--- config.mk ---
export PLATFORM = sky130hd
export DESIGN_NAME = pps_port_priority_shutdown
export DESIGN_NICKNAME = d
export VERILOG_FILES = /design/src/design/pps_pkg.sv /design/src/design/pps_port_priority_shutdown.sv
export SDC_FILE = /design/constraint.sdc
export NUM_CORES = 1
export LEC_CHECK = 0
export ABC_AREA = 1
export BUFFER_PORTS_ARGS = -buffer_cell sky130_fd_sc_hd__buf_2
export CAP_MARGIN = 20
export CORE_ASPECT_RATIO = 0.6
export CORE_MARGIN = 2
export CORE_UTILIZATION = 45
export DETAILED_ROUTE_END_ITERATION = 16
export GPL_ROUTABILITY_DRIVEN = 0
export PLACE_DENSITY_LB_ADDON = 0.2
export SLEW_MARGIN = 30
export SYNTH_ARGS = -nofsm -noshare
export SYNTH_HDL_FRONTEND = slang
export SYNTH_SLANG_ARGS = --single-unit
--- constraint.sdc ---
create_clock -name clock_in -period 1.91 [get_ports clock_in]
set_clock_uncertainty 0.15 [all_clocks]
set_input_delay 0.191 -clock clock_in [delete_from_list [all_inputs] [get_ports clock_in]]
set_output_delay 0.191 -clock clock_in [all_outputs]
set_load 0.02 [all_outputs]
--- src/design/pps_pkg.sv ---
package pps_pkg;
   // Number of ports handled by the controller.
   localparam int NUM_PORTS = 4;
   // Width of each port configuration byte.
   localparam int CFG_WIDTH = 8;
   // Bit position of the priority field in a configuration byte.
   localparam int PRIO_BIT = 4;
   // Priority field value that marks a port as low priority.
   localparam logic PRIO_LOW = 1'h1;
   // Minimum shutdown pulse width in nanoseconds.
   localparam int PORT_SHUTDOWN_INPUT_MIN_NS = 5000;
   // Clock period in nanoseconds.
   localparam int CLK_PERIOD_NS = 8;
   // Minimum pulse in clock cycles, rounded up.
   localparam int PORT_SHUTDOWN_INPUT_MIN_CYC =
      (PORT_SHUTDOWN_INPUT_MIN_NS + CLK_PERIOD_NS - 1) / CLK_PERIOD_NS;
   // Width of the pulse qualification counter.
   localparam int QUAL_W = $clog2(PORT_SHUTDOWN_INPUT_MIN_CYC + 1);
   // Qualifier states, one-hot.
   typedef enum logic [1:0] {
      PPS_IDLE = 2'h1,
      PPS_ACTIVE = 2'h2
   } pps_state_t;
endpackage

--- src/design/pps_port_priority_shutdown.sv ---
module pps_port_priority_shutdown
   import pps_pkg::*;
(
   // Clock and reset.
   input wire logic clock_in,
   input wire logic rst_in,
   // Active-low shutdown request from the board.
   input wire logic port_shutdown_input_n_in,
   // Per-port configuration bytes, port i at bits [8i+7:8i].
   input wire logic [NUM_PORTS*CFG_WIDTH-1:0] port_cfg_in,
   // Per-port power state from the port controllers.
   input wire logic [NUM_PORTS-1:0] port_powered_in,
   // Forced turn-off per port.
   output logic [NUM_PORTS-1:0] port_force_off_out,
   // Power-on inhibit per port.
   output logic [NUM_PORTS-1:0] port_power_inhibit_out,
   // Clear of detect and classify enables per port.
   output logic [NUM_PORTS-1:0] det_cls_clear_out,
   // Qualified shutdown level.
   output logic shutdown_active_out
);

   logic sync1_r;
   logic sync2_r;
   logic [QUAL_W-1:0] qual_cnt_r;
   logic [QUAL_W-1:0] qual_cnt_nxt;
   pps_state_t state_r;
   pps_state_t state_nxt;
   logic [NUM_PORTS-1:0] affected_r;
   logic [NUM_PORTS-1:0] affected_nxt;
   logic [NUM_PORTS-1:0] low_prio;
   logic [NUM_PORTS-1:0] first_hit;
   wire pin_low = ~sync2_r;
   wire qual_done = (qual_cnt_r == QUAL_W'(PORT_SHUTDOWN_INPUT_MIN_CYC - 1));
   wire entering = (state_r == PPS_IDLE) && pin_low && qual_done;
   wire active = (state_r == PPS_ACTIVE);

   // Two-flop synchroniser; the pin is idle high, so reset to one.
   always_ff @(posedge clock_in or posedge rst_in) begin
      if (rst_in) begin
         sync1_r <= 1'h1;
         sync2_r <= 1'h1;
      end else begin
         sync1_r <= port_shutdown_input_n_in;
         sync2_r <= sync1_r;
      end
   end

   // Extract priority bits per port.
   genvar g;
   generate
      for (g = 0; g < NUM_PORTS; g++) begin : g_prio
         assign low_prio[g] =
            (port_cfg_in[g*CFG_WIDTH+PRIO_BIT] == PRIO_LOW);
      end
   endgenerate

   // Only ports that are on at the moment the pulse qualifies are captured.
   assign first_hit = low_prio & port_powered_in;

   // Counter saturates so a long low does not wrap and re-trigger.
   // The count starts only once the synchronised level is low, so the
   // two synchroniser stages add latency but never shorten the span.
   // A slower clock would need the package period changed to match.
   assign qual_cnt_nxt = !pin_low ? '0 :
      (qual_done ? qual_cnt_r : qual_cnt_r + QUAL_W'(1));

   // Enter on a qualified pulse, leave as soon as the pin releases.
   always_comb begin
      state_nxt = state_r;
      affected_nxt = affected_r;
      case (state_r)
         PPS_IDLE: begin
            affected_nxt = '0;
            if (entering) begin
               state_nxt = PPS_ACTIVE;
               affected_nxt = first_hit;
            end
         end
         PPS_ACTIVE: begin
            if (!pin_low) begin
               state_nxt = PPS_IDLE;
               affected_nxt = '0;
            end
         end
         default: begin
            state_nxt = PPS_IDLE;
            affected_nxt = '0;
         end
      endcase
   end

   // State, counter and captured port set.
   always_ff @(posedge clock_in or posedge rst_in) begin
      if (rst_in) begin
         state_r <= PPS_IDLE;
         qual_cnt_r <= '0;
         affected_r <= '0;
      end else begin
         state_r <= state_nxt;
         qual_cnt_r <= qual_cnt_nxt;
         affected_r <= affected_nxt;
      end
   end

   // Port outputs are registered copies of the captured set; the status output copies the state.
   always_ff @(posedge clock_in or posedge rst_in) begin
      if (rst_in) begin
         port_force_off_out <= '0;
         port_power_inhibit_out <= '0;
         det_cls_clear_out <= '0;
         shutdown_active_out <= 1'h0;
      end else begin
         port_force_off_out <= affected_nxt;
         port_power_inhibit_out <= affected_nxt;
         det_cls_clear_out <= affected_nxt;
         shutdown_active_out <= (state_nxt == PPS_ACTIVE);
      end
   end

   // Checks. The outputs are registered, so most of them are judged
   // one edge after the state that produced them.

   // A level shorter than the qualifying span must never open the gate.
   AST_GLITCH: assert property (
      @(posedge clock_in) disable iff (rst_in)
      (state_r == PPS_IDLE && !qual_done) |=> state_r == PPS_IDLE)
      else $error("Shutdown entered before pulse qualified.");

   // On entry, exactly the powered low-priority ports are turned off.
   AST_ENTER: assert property (
      @(posedge clock_in) disable iff (rst_in)
      entering |=> port_force_off_out == $past(first_hit))
      else $error("Powered low-priority ports not switched off.");

   // A port marked high priority is never forced off.
   AST_HIGH_PRIO: assert property (
      @(posedge clock_in) disable iff (rst_in)
      (port_force_off_out & ~$past(low_prio)) == '0)
      else $error("A high-priority port was forced off.");

   // While the pin stays low, the inhibit follows the captured set.
   AST_HOLD: assert property (
      @(posedge clock_in) disable iff (rst_in)
      (active && pin_low) |=> port_power_inhibit_out == affected_r)
      else $error("Inhibit dropped while shutdown still asserted.");

   // Enable clears go to the same ports that are forced off.
   AST_CLEAR: assert property (
      @(posedge clock_in) disable iff (rst_in)
      det_cls_clear_out == port_force_off_out)
      else $error("Enable clear not matching forced ports.");

   // A released pin ends the shutdown at the next edge.
   AST_RELEASE: assert property (
      @(posedge clock_in) disable iff (rst_in)
      (active && !pin_low) |=> !shutdown_active_out
         && port_force_off_out == '0)
      else $error("Shutdown not released with the pin.");

   // Two synchroniser stages: three low samples give a low level.
   AST_SYNC: assert property (
      @(posedge clock_in) disable iff (rst_in)
      !port_shutdown_input_n_in [*3] |=> pin_low)
      else $error("Synchroniser latency wrong.");

   // Any high level restarts qualification from zero.
   AST_QUAL: assert property (
      @(posedge clock_in) disable iff (rst_in)
      (!pin_low) |=> qual_cnt_r == '0)
      else $error("Counter not reset on high level.");

   // The qualifier state always holds one legal one-hot code.
   AST_ONEHOT: assert property (
      @(posedge clock_in) disable iff (rst_in)
      $onehot(state_r))
      else $error("Qualifier state not one-hot.");

   // Inhibit and forced turn-off always cover the same ports.
   AST_INHIBIT: assert property (
      @(posedge clock_in) disable iff (rst_in)
      port_power_inhibit_out == port_force_off_out)
      else $error("Inhibit differs from forced ports.");

   // The status output mirrors the qualifier state.
   AST_ACTIVE_OUT: assert property (
      @(posedge clock_in) disable iff (rst_in)
      shutdown_active_out == active)
      else $error("Shutdown status differs from state.");

   // The counter saturates at the last qualifying count.
   AST_CNT_MAX: assert property (
      @(posedge clock_in) disable iff (rst_in)
      qual_cnt_r <= QUAL_W'(PORT_SHUTDOWN_INPUT_MIN_CYC - 1))
      else $error("Qualifier counter ran past its limit.");

   // The captured set does not change while the pin stays low.
   AST_FROZEN: assert property (
      @(posedge clock_in) disable iff (rst_in)
      (active && pin_low) |=> $stable(port_force_off_out))
      else $error("Forced set changed during shutdown.");

   // Outside a shutdown no port is touched at all.
   AST_IDLE_QUIET: assert property (
      @(posedge clock_in) disable iff (rst_in)
      !active |-> port_force_off_out == '0)
      else $error("Port forced off while idle.");

   // A port that was off at entry is never captured.
   AST_UNPOWERED: assert property (
      @(posedge clock_in) disable iff (rst_in)
      entering |=> (port_force_off_out & ~$past(port_powered_in)) == '0)
      else $error("An unpowered port was forced off.");

   // Main scenarios: entry, release, a rejected glitch, a held shutdown.
   COV_ENTER: cover property (@(posedge clock_in) entering);
   COV_RELEASE: cover property (@(posedge clock_in) active && !pin_low);
   COV_GLITCH: cover property (@(posedge clock_in)
      pin_low ##1 !pin_low && state_r == PPS_IDLE);
   COV_HOLD: cover property (@(posedge clock_in)
      (active && pin_low) [*8]);
endmodule

==> summary.md, run 1 <==
| Metric | Value |
|---|---|
| DR vias/cell | between 4 and 5 |
| Slew HR | 52.4% |
| Hold Path Class | in2reg |
| Kind of critical path | reg2reg |
| Net Sw Power | roughly 160 uW |
| Most frequent cells in the layout | nand2_1, buf_2, inv_1, nor2_1, dfrtp_1 |
| Gr usage total | about 17% |
| Switching share of power | about 22% |
| Hold Fails Final Rpt | 0 |
| CP Cell Sequence | inv_1, ha_1, nand2_1, inv_1, nand2_1, nor2_2, nand3_2, nor2_4, nand2_1, nand2_1 |
| # IOs | 52 |
| Pwr Density | between 600 and 700 nW/um2 |
| Via count | 822 |
| Count of cell types in the netlist | 21 |
| Die W | approximately 66 um |
| Post-synthesis average cell area | just over 8 um2 |
| Delay-heaviest family, CP | simple AND/OR/NAND/NOR gates |
| FFs w/ async S/R, synth | 100% |
| CP endpoint kind | flop |
| Top cell by count, worst path | nand2_1 |
| Req. time, crit path | ~2000 ps |
| Worst vdd ir | a little over 0.4 mV |
| P_int | ~580 uW |
| Largest net degree at the start of global routing | 20 |
| Total negative slack | 0 ps |
| ANT cells | 0 |
| # port buffers | 23 |
| Status | completed |
| Synth Instances | 130 |
| CTS sink cnt | 19 |
| Final Core Density | between 50 and 60% |
| Max-cap violations | 0 |
| Crit path arrival time | approximately 1700 ps |
| Root Driver | clkbuf_8 |
| Antenna violations before repair | 0 |
| Period utilization | 87.6% |
| DPL Wire Length | approximately 1.5 mm |
| GRT overflow | 0 |
| Critical Path Fanout Max | 4 |
| Pleak | 0.000664 uW |
| Yosys warns | 0 |
| Clk pwr share | between 30 and 40% |
| RSZ-0062 raised after global routing | false |
| Setup repair bufs after CTS | 0 |
| Wire length per cell | roughly 11 um |
| CTS clk-pin slew, worst paths | about 70 ps |
| Syn nets | 173 |
| Die Y | between 40 and 50 um |
| Clk buf depth | 2 |
| DRC viols | 0 |
| WL final | roughly 2.0 mm |
| Total CTS buffers | 3 |
| Number of H-tree branching levels | 1 |
| Gate power share | about 6.6% |
| CTS tree | built |
| Max stage delay on crit path | 410 ps |
| Number of synthesized flops with an enable pin | 0 |
| Worst-Margin Slew | between 700 and 800 ps |
| Layout area overhead | 15.0% |
| CP Launch Type | flop |
| Initial Utilization | 48.1% |
| Crit path time final | ~1700 ps |
| Vias in the first global route | between 700 and 800 |
| Row count | 13 |
| Core area | approximately 2200 um2 |
| Pins Over Slew Limit | 0 |
| Drt pass-1 iters | 4 |
| Sequential Power Share | between 50 and 60% |
| Final nets | ~200 |
| Most common cell after layout, fill and taps aside | nand2_1 |
| Die ar. | 2740 um2 |
| Peak Freq | about 600 MHz |
| #FFs+latches synth | 19 |
| Initial DRC Count | 32 |
| Register area share after synthesis | ~46% |
| Skew-Pair Late Insertion Delay | between 200 and 300 ps |
| Setup Viol. Count Final | 0 |
| Share of cells above drive strength 1 | a little over a quarter |
| Slowest stage cell, crit path | dfrtp_1 |
| Global-route wire length before repair | 3.28 mm |
| CP Buf/Inv Count | 2 |
| Routed Antenna Nets | 0 |
| Cell area after synthesis | approximately 1000 um2 |
| Ys flop type | dfrtp_1 |
area by class of cell:
cell class / instances / area, um2
repair buffers: 25 / 135
multi-input cells: 86 / 445
well taps: 30 / 37.5
fillers: 211 / 973
clock buffers: 4 / 45.0
flip-flops and latches: 19 / 479
inverters: 17 / 63.8
path summary, 6_finish.rpt:
check | from | endpoint | slack (ps) | cells past startpoint
min in group asynchronous | rst_in | qual_cnt_r[6] | 440 | 3
setup reg to reg | qual_cnt_r[0] | det_cls_clear_out[0] | 240 | 10
hold reg to reg | sync1_r | sync2_r | 210 | 0
hold / removal | port_powered_in[2] | det_cls_clear_out[2] | 90 | 5
max in group asynchronous | rst_in | qual_cnt_r[5] | 710 | 3
setup / recovery | qual_cnt_r[0] | det_cls_clear_out[0] | 240 | 10
worst register-to-register path: stages, from the launching register on:
cell and delay, ps:
dfrtp_1 410, inv_1 120, ha_1 180, nand2_1 70, inv_1 80, nand2_1 70, nor2_2 100, nand3_2 130
nor2_4 160, nand2_1 70, nand2_1 70
power by group through the flow:
stage	registers [uW]	clock network, uW	logic (uW)
finish	420	277	49.2
global route	421	303	57.5
CTS	420	285	50.4
detailed placement	427	0	47.0
global placement	427	0	44.9
floorplan	425	0	29.8
synthesized netlist by cell type (2+ instances only):
| cell | instances | area [um2] |
|---|---|---|
| ha_1 | 4 | 50.1 |
| nand2_2 | 2 | 12.5 |
| nor2_2 | 4 | 25.0 |
| dfstp_2 | 3 | 78.8 |
| nand3_1 | 3 | 15.0 |
| nand3_2 | 2 | 20.0 |
| dfrtp_1 | 16 | 400 |
| xor2_1 | 2 | 17.5 |
| nor3_2 | 2 | 20.0 |
| inv_1 | 17 | 63.8 |
| nor2_1 | 17 | 63.8 |
| a21oi_1 | 7 | 35.0 |
| buf_4 | 8 | 60.1 |
| nand2_1 | 33 | 124 |
| o21ai_0 | 4 | 20.0 |
routing by layer:
metal | GRT usage (%) | routed length [um]
met1 | 21.9 | 1040
met2 | 28.2 | 847
met3 | 6.45 | 61
met4 | 4.59 | 18
met5 | 0 | 0
sequential cells by signal (all words and copies together) (netlist names):
| signal | flops |
|---|---|
| qual_cnt_r | 10 |
| det_cls_clear_out | 4 |
| state_r | 2 |
| shutdown_active_out | 1 |
| sync1_r | 1 |
| sync2_r | 1 |
what timing repair did:
item,CTS,global route
hold buffers,2,0
hold endpoints to repair,17,0
resized for setup,0,0
logic make-up after synthesis:
kind of cell,share of synthesized area [%]
and+or+nand+nor,29.0
xor gates and xnor gates,1.67
buffers and inverters,11.8
DFF,45.7
adders and majority gates,4.77
AOI/OAI and AO/OA,7.04
metrics by stage:
step	hold slack (ps)	worst slack, ps	area (um2)	cells	power (uW)
after floorplan	-10.1	519	1050	130	455
after global placement	148	368	1140	175	472
after detailed placement	148	263	1140	175	474
after CTS	88.5	234	1210	181	755
after global routing	115	94.1	1210	181	781
final	88.7	236	1210	181	746
(Power assumes the default switching activity.)
==> run 2: changes to the inputs <==
Settings changed: RECOVER_POWER from default to 100, TNS_END_PERCENT from default to 1.
==> run 2 against run 1 <==
  * First-iteration DRC count increased by 6.3%
  * Hold slack improved by 3.4 ps
  * Sequential share of layout area increased by 1.1 points
  * Sequential cell count unchanged
==> summary.md, run 2 (synthesized netlist as in run 1, its figures left out) <==
| Metric | Value |
|---|---|
| Most common cell after layout, fill and taps aside | nand2_1 (unchanged) |
| FILL cells | 225 (was 211) |
| Net Sw Power | 163 uW (was 165 uW) |
| Largest net degree at the start of global routing | 20 (unchanged) |
| DPL Wire Length | 1.54 mm (unchanged) |
| Die ar. | 2740 um2 (unchanged) |
| WL final | 1.97 mm (was 1.96 mm) |
| Max-cap violations | 0 (unchanged) |
| Total CTS buffers | 3 (unchanged) |
| Core area | 2180 um2 (unchanged) |
| Setup repair bufs after CTS | 0 (unchanged) |
| Top reg by flops | qual_cnt_r (unchanged) |
| Pins Over Slew Limit | 0 (unchanged) |
| Gate power share | 6.6% (about the same) |
| Hold Path Class | in2reg (unchanged) |
| Total negative slack | 0 ps (unchanged) |
| Period utilization | 88.5% (was 87.6%) |
| RSZ-0062 raised after global routing | false (unchanged) |
| Die Y | 41.4 um (unchanged) |
| Slew HR | 52.4% (about the same) |
| Req. time, crit path | 1960 ps (about the same) |
| P_int | 580 uW (was 581 uW) |
| CTS clk-pin slew, worst paths | 70 ps (about the same) |
| Max reg flops | 10 (unchanged) |
| Via count | 824 (was 822) |
| Number of H-tree branching levels | 1 (unchanged) |
| CTS sink cnt | 19 (unchanged) |
| # port buffers | 23 (unchanged) |
| Finished Layout Cells | 181 (unchanged) |
| Kind of critical path | reg2reg (unchanged) |
| GRT overflow | 0 (unchanged) |
| ANT cells | 0 (unchanged) |
| Pwr Density | 634 nW/um2 (was 618 nW/um2) |
| Row count | 13 (unchanged) |
| Cts hold-fix bufs | 2 (unchanged) |
| Clk buf depth | 2 (unchanged) |
| Share of cells above drive strength 1 | 13.9% (was 26.5%) |
| Routed Antenna Nets | 0 (unchanged) |
| Largest regs | qual_cnt_r: 10 flops, det_cls_clear_out: 4 flops, state_r: 2 flops (unchanged) |
| Antenna violations before repair | 0 (unchanged) |
| Hold Fails Final Rpt | 0 (unchanged) |
| Die W | 66.3 um (unchanged) |
| Vias in the first global route | 711 (unchanged) |
| Worst-Margin Slew | 713 ps (was 714 ps) |
| CP endpoint kind | flop (unchanged) |
| DRC viols | 0 (unchanged) |
| Initial DRC Count | 34 (was 32) |
| DR vias/cell | 4.55 (was 4.54) |
| Layout area overhead | 11.8% (was 15.0%) |
| Gr usage total | 17.2% (unchanged) |
| FF+latch area | 479 um2 (unchanged) |
| Switching share of power | 21.9% (was 22.1%) |
| CP Launch Type | flop (unchanged) |
| Status | completed (unchanged) |
| Multi-input gate area | 428 um2 (was 445 um2) |
| CTS tree | built (unchanged) |
| Setup Viol. Count Final | 0 (unchanged) |
| Cell count after placement | 175 (unchanged) |
| Sequential Power Share | 56.3% (about the same) |
| Global-route wire length before repair | 3.28 mm (unchanged) |
| # IOs | 52 (unchanged) |
| Crit path time final | 1690 ps (was 1670 ps) |
| Root Driver | clkbuf_8 (unchanged) |
| Final nets | 195 (unchanged) |
| Critical Path Fanout Max | 4 (unchanged) |
| Wire length per cell | 10.9 um (about the same) |
| Drt pass-1 iters | 4 (unchanged) |
| Pleak | 0.000606 uW (was 0.000664 uW) |
| Clk pwr share | 37.1% (about the same) |
| Most frequent cells in the layout | nand2_1, nor2_1, inv_1 (was nand2_1, buf_2, inv_1, nor2_1, dfrtp_1) |
| Skew-Pair Late Insertion Delay | 260 ps (about the same) |
| Crit path arrival time | 1740 ps (was 1720 ps) |
| Worst vdd ir | 0.414 mV (was 0.415 mV) |
| Initial Utilization | 48.1% (unchanged) |
| Peak Freq | 592 MHz (was 597 MHz) |
| # resized after CTS | 0 (unchanged) |
-- run 2: layer usage --
layer | global-route usage (%) | routed length (um) | vias to the layer above
li1 | - | - | 435
met2 | 28.2 | 850 | 14
met1 | 21.9 | 1000 | 373
met4 | 4.59 | 18 | 0
met3 | 6.45 | 96 | 2
met5 | 0 | 0 | -
-- run 2: cell type report --
type / instances / area share (%)
inverters: 17 / 5.44
multi-input cells: 86 / 36.5
repair buffers: 25 / 10.1
clock buffers: 4 / 3.84
well taps: 30 / 3.20
flip-flops and latches: 19 / 40.9
-- run 2: worst max-delay path, cell delays in order (launching register included) --
cell	delay, ps
dfrtp_1	400
inv_1	110
ha_1	180
nand2_1	70
inv_1	80
nand2_1	60
nor2_1	130
nand3_2	150
nor2_4	160
nand2_1	70
nand2_1	70
-- run 2: path summary, 6_finish.rpt --
path                                     from              endpoint  depth (start not counted)  slack, ps
max reg2reg                     qual_cnt_r[0]  det_cls_clear_out[0]                         10        220
min                        port_powered_in[3]  det_cls_clear_out[3]                          5         90
min reg2reg                           sync1_r               sync2_r                          0        210
max                             qual_cnt_r[0]  det_cls_clear_out[0]                         10        220
min in group asynchronous              rst_in         qual_cnt_r[6]                          3        440
max in group asynchronous              rst_in         qual_cnt_r[5]                          3        710
-- run 2: through the flow --
step / setup WS, ps / total power, uW / hold WS, ps / utilization (%) / instance area, um2
finish: 220 / 743 / 92.1 / 53.8 / 1170
global route: 55.4 / 780 / 115 / 53.8 / 1170
CTS: 234 / 755 / 88.5 / 55.3 / 1210
detailed placement: 263 / 474 / 148 / 52.4 / 1140
global placement: 368 / 472 / 148 / 52.4 / 1140
floorplan: 519 / 455 / -10.1 / - / 1050
-- run 2: power groups by stage --
stage / Combinational, uW / Sequential (uW) / Clock (uW)
3_5_place_dp: 47.0 / 427 / 0
3_3_place_gp: 44.9 / 427 / 0
6_report: 48.9 / 419 / 275
4_1_cts: 50.4 / 420 / 285
2_1_floorplan: 29.8 / 425 / 0
5_1_grt: 57.2 / 420 / 303
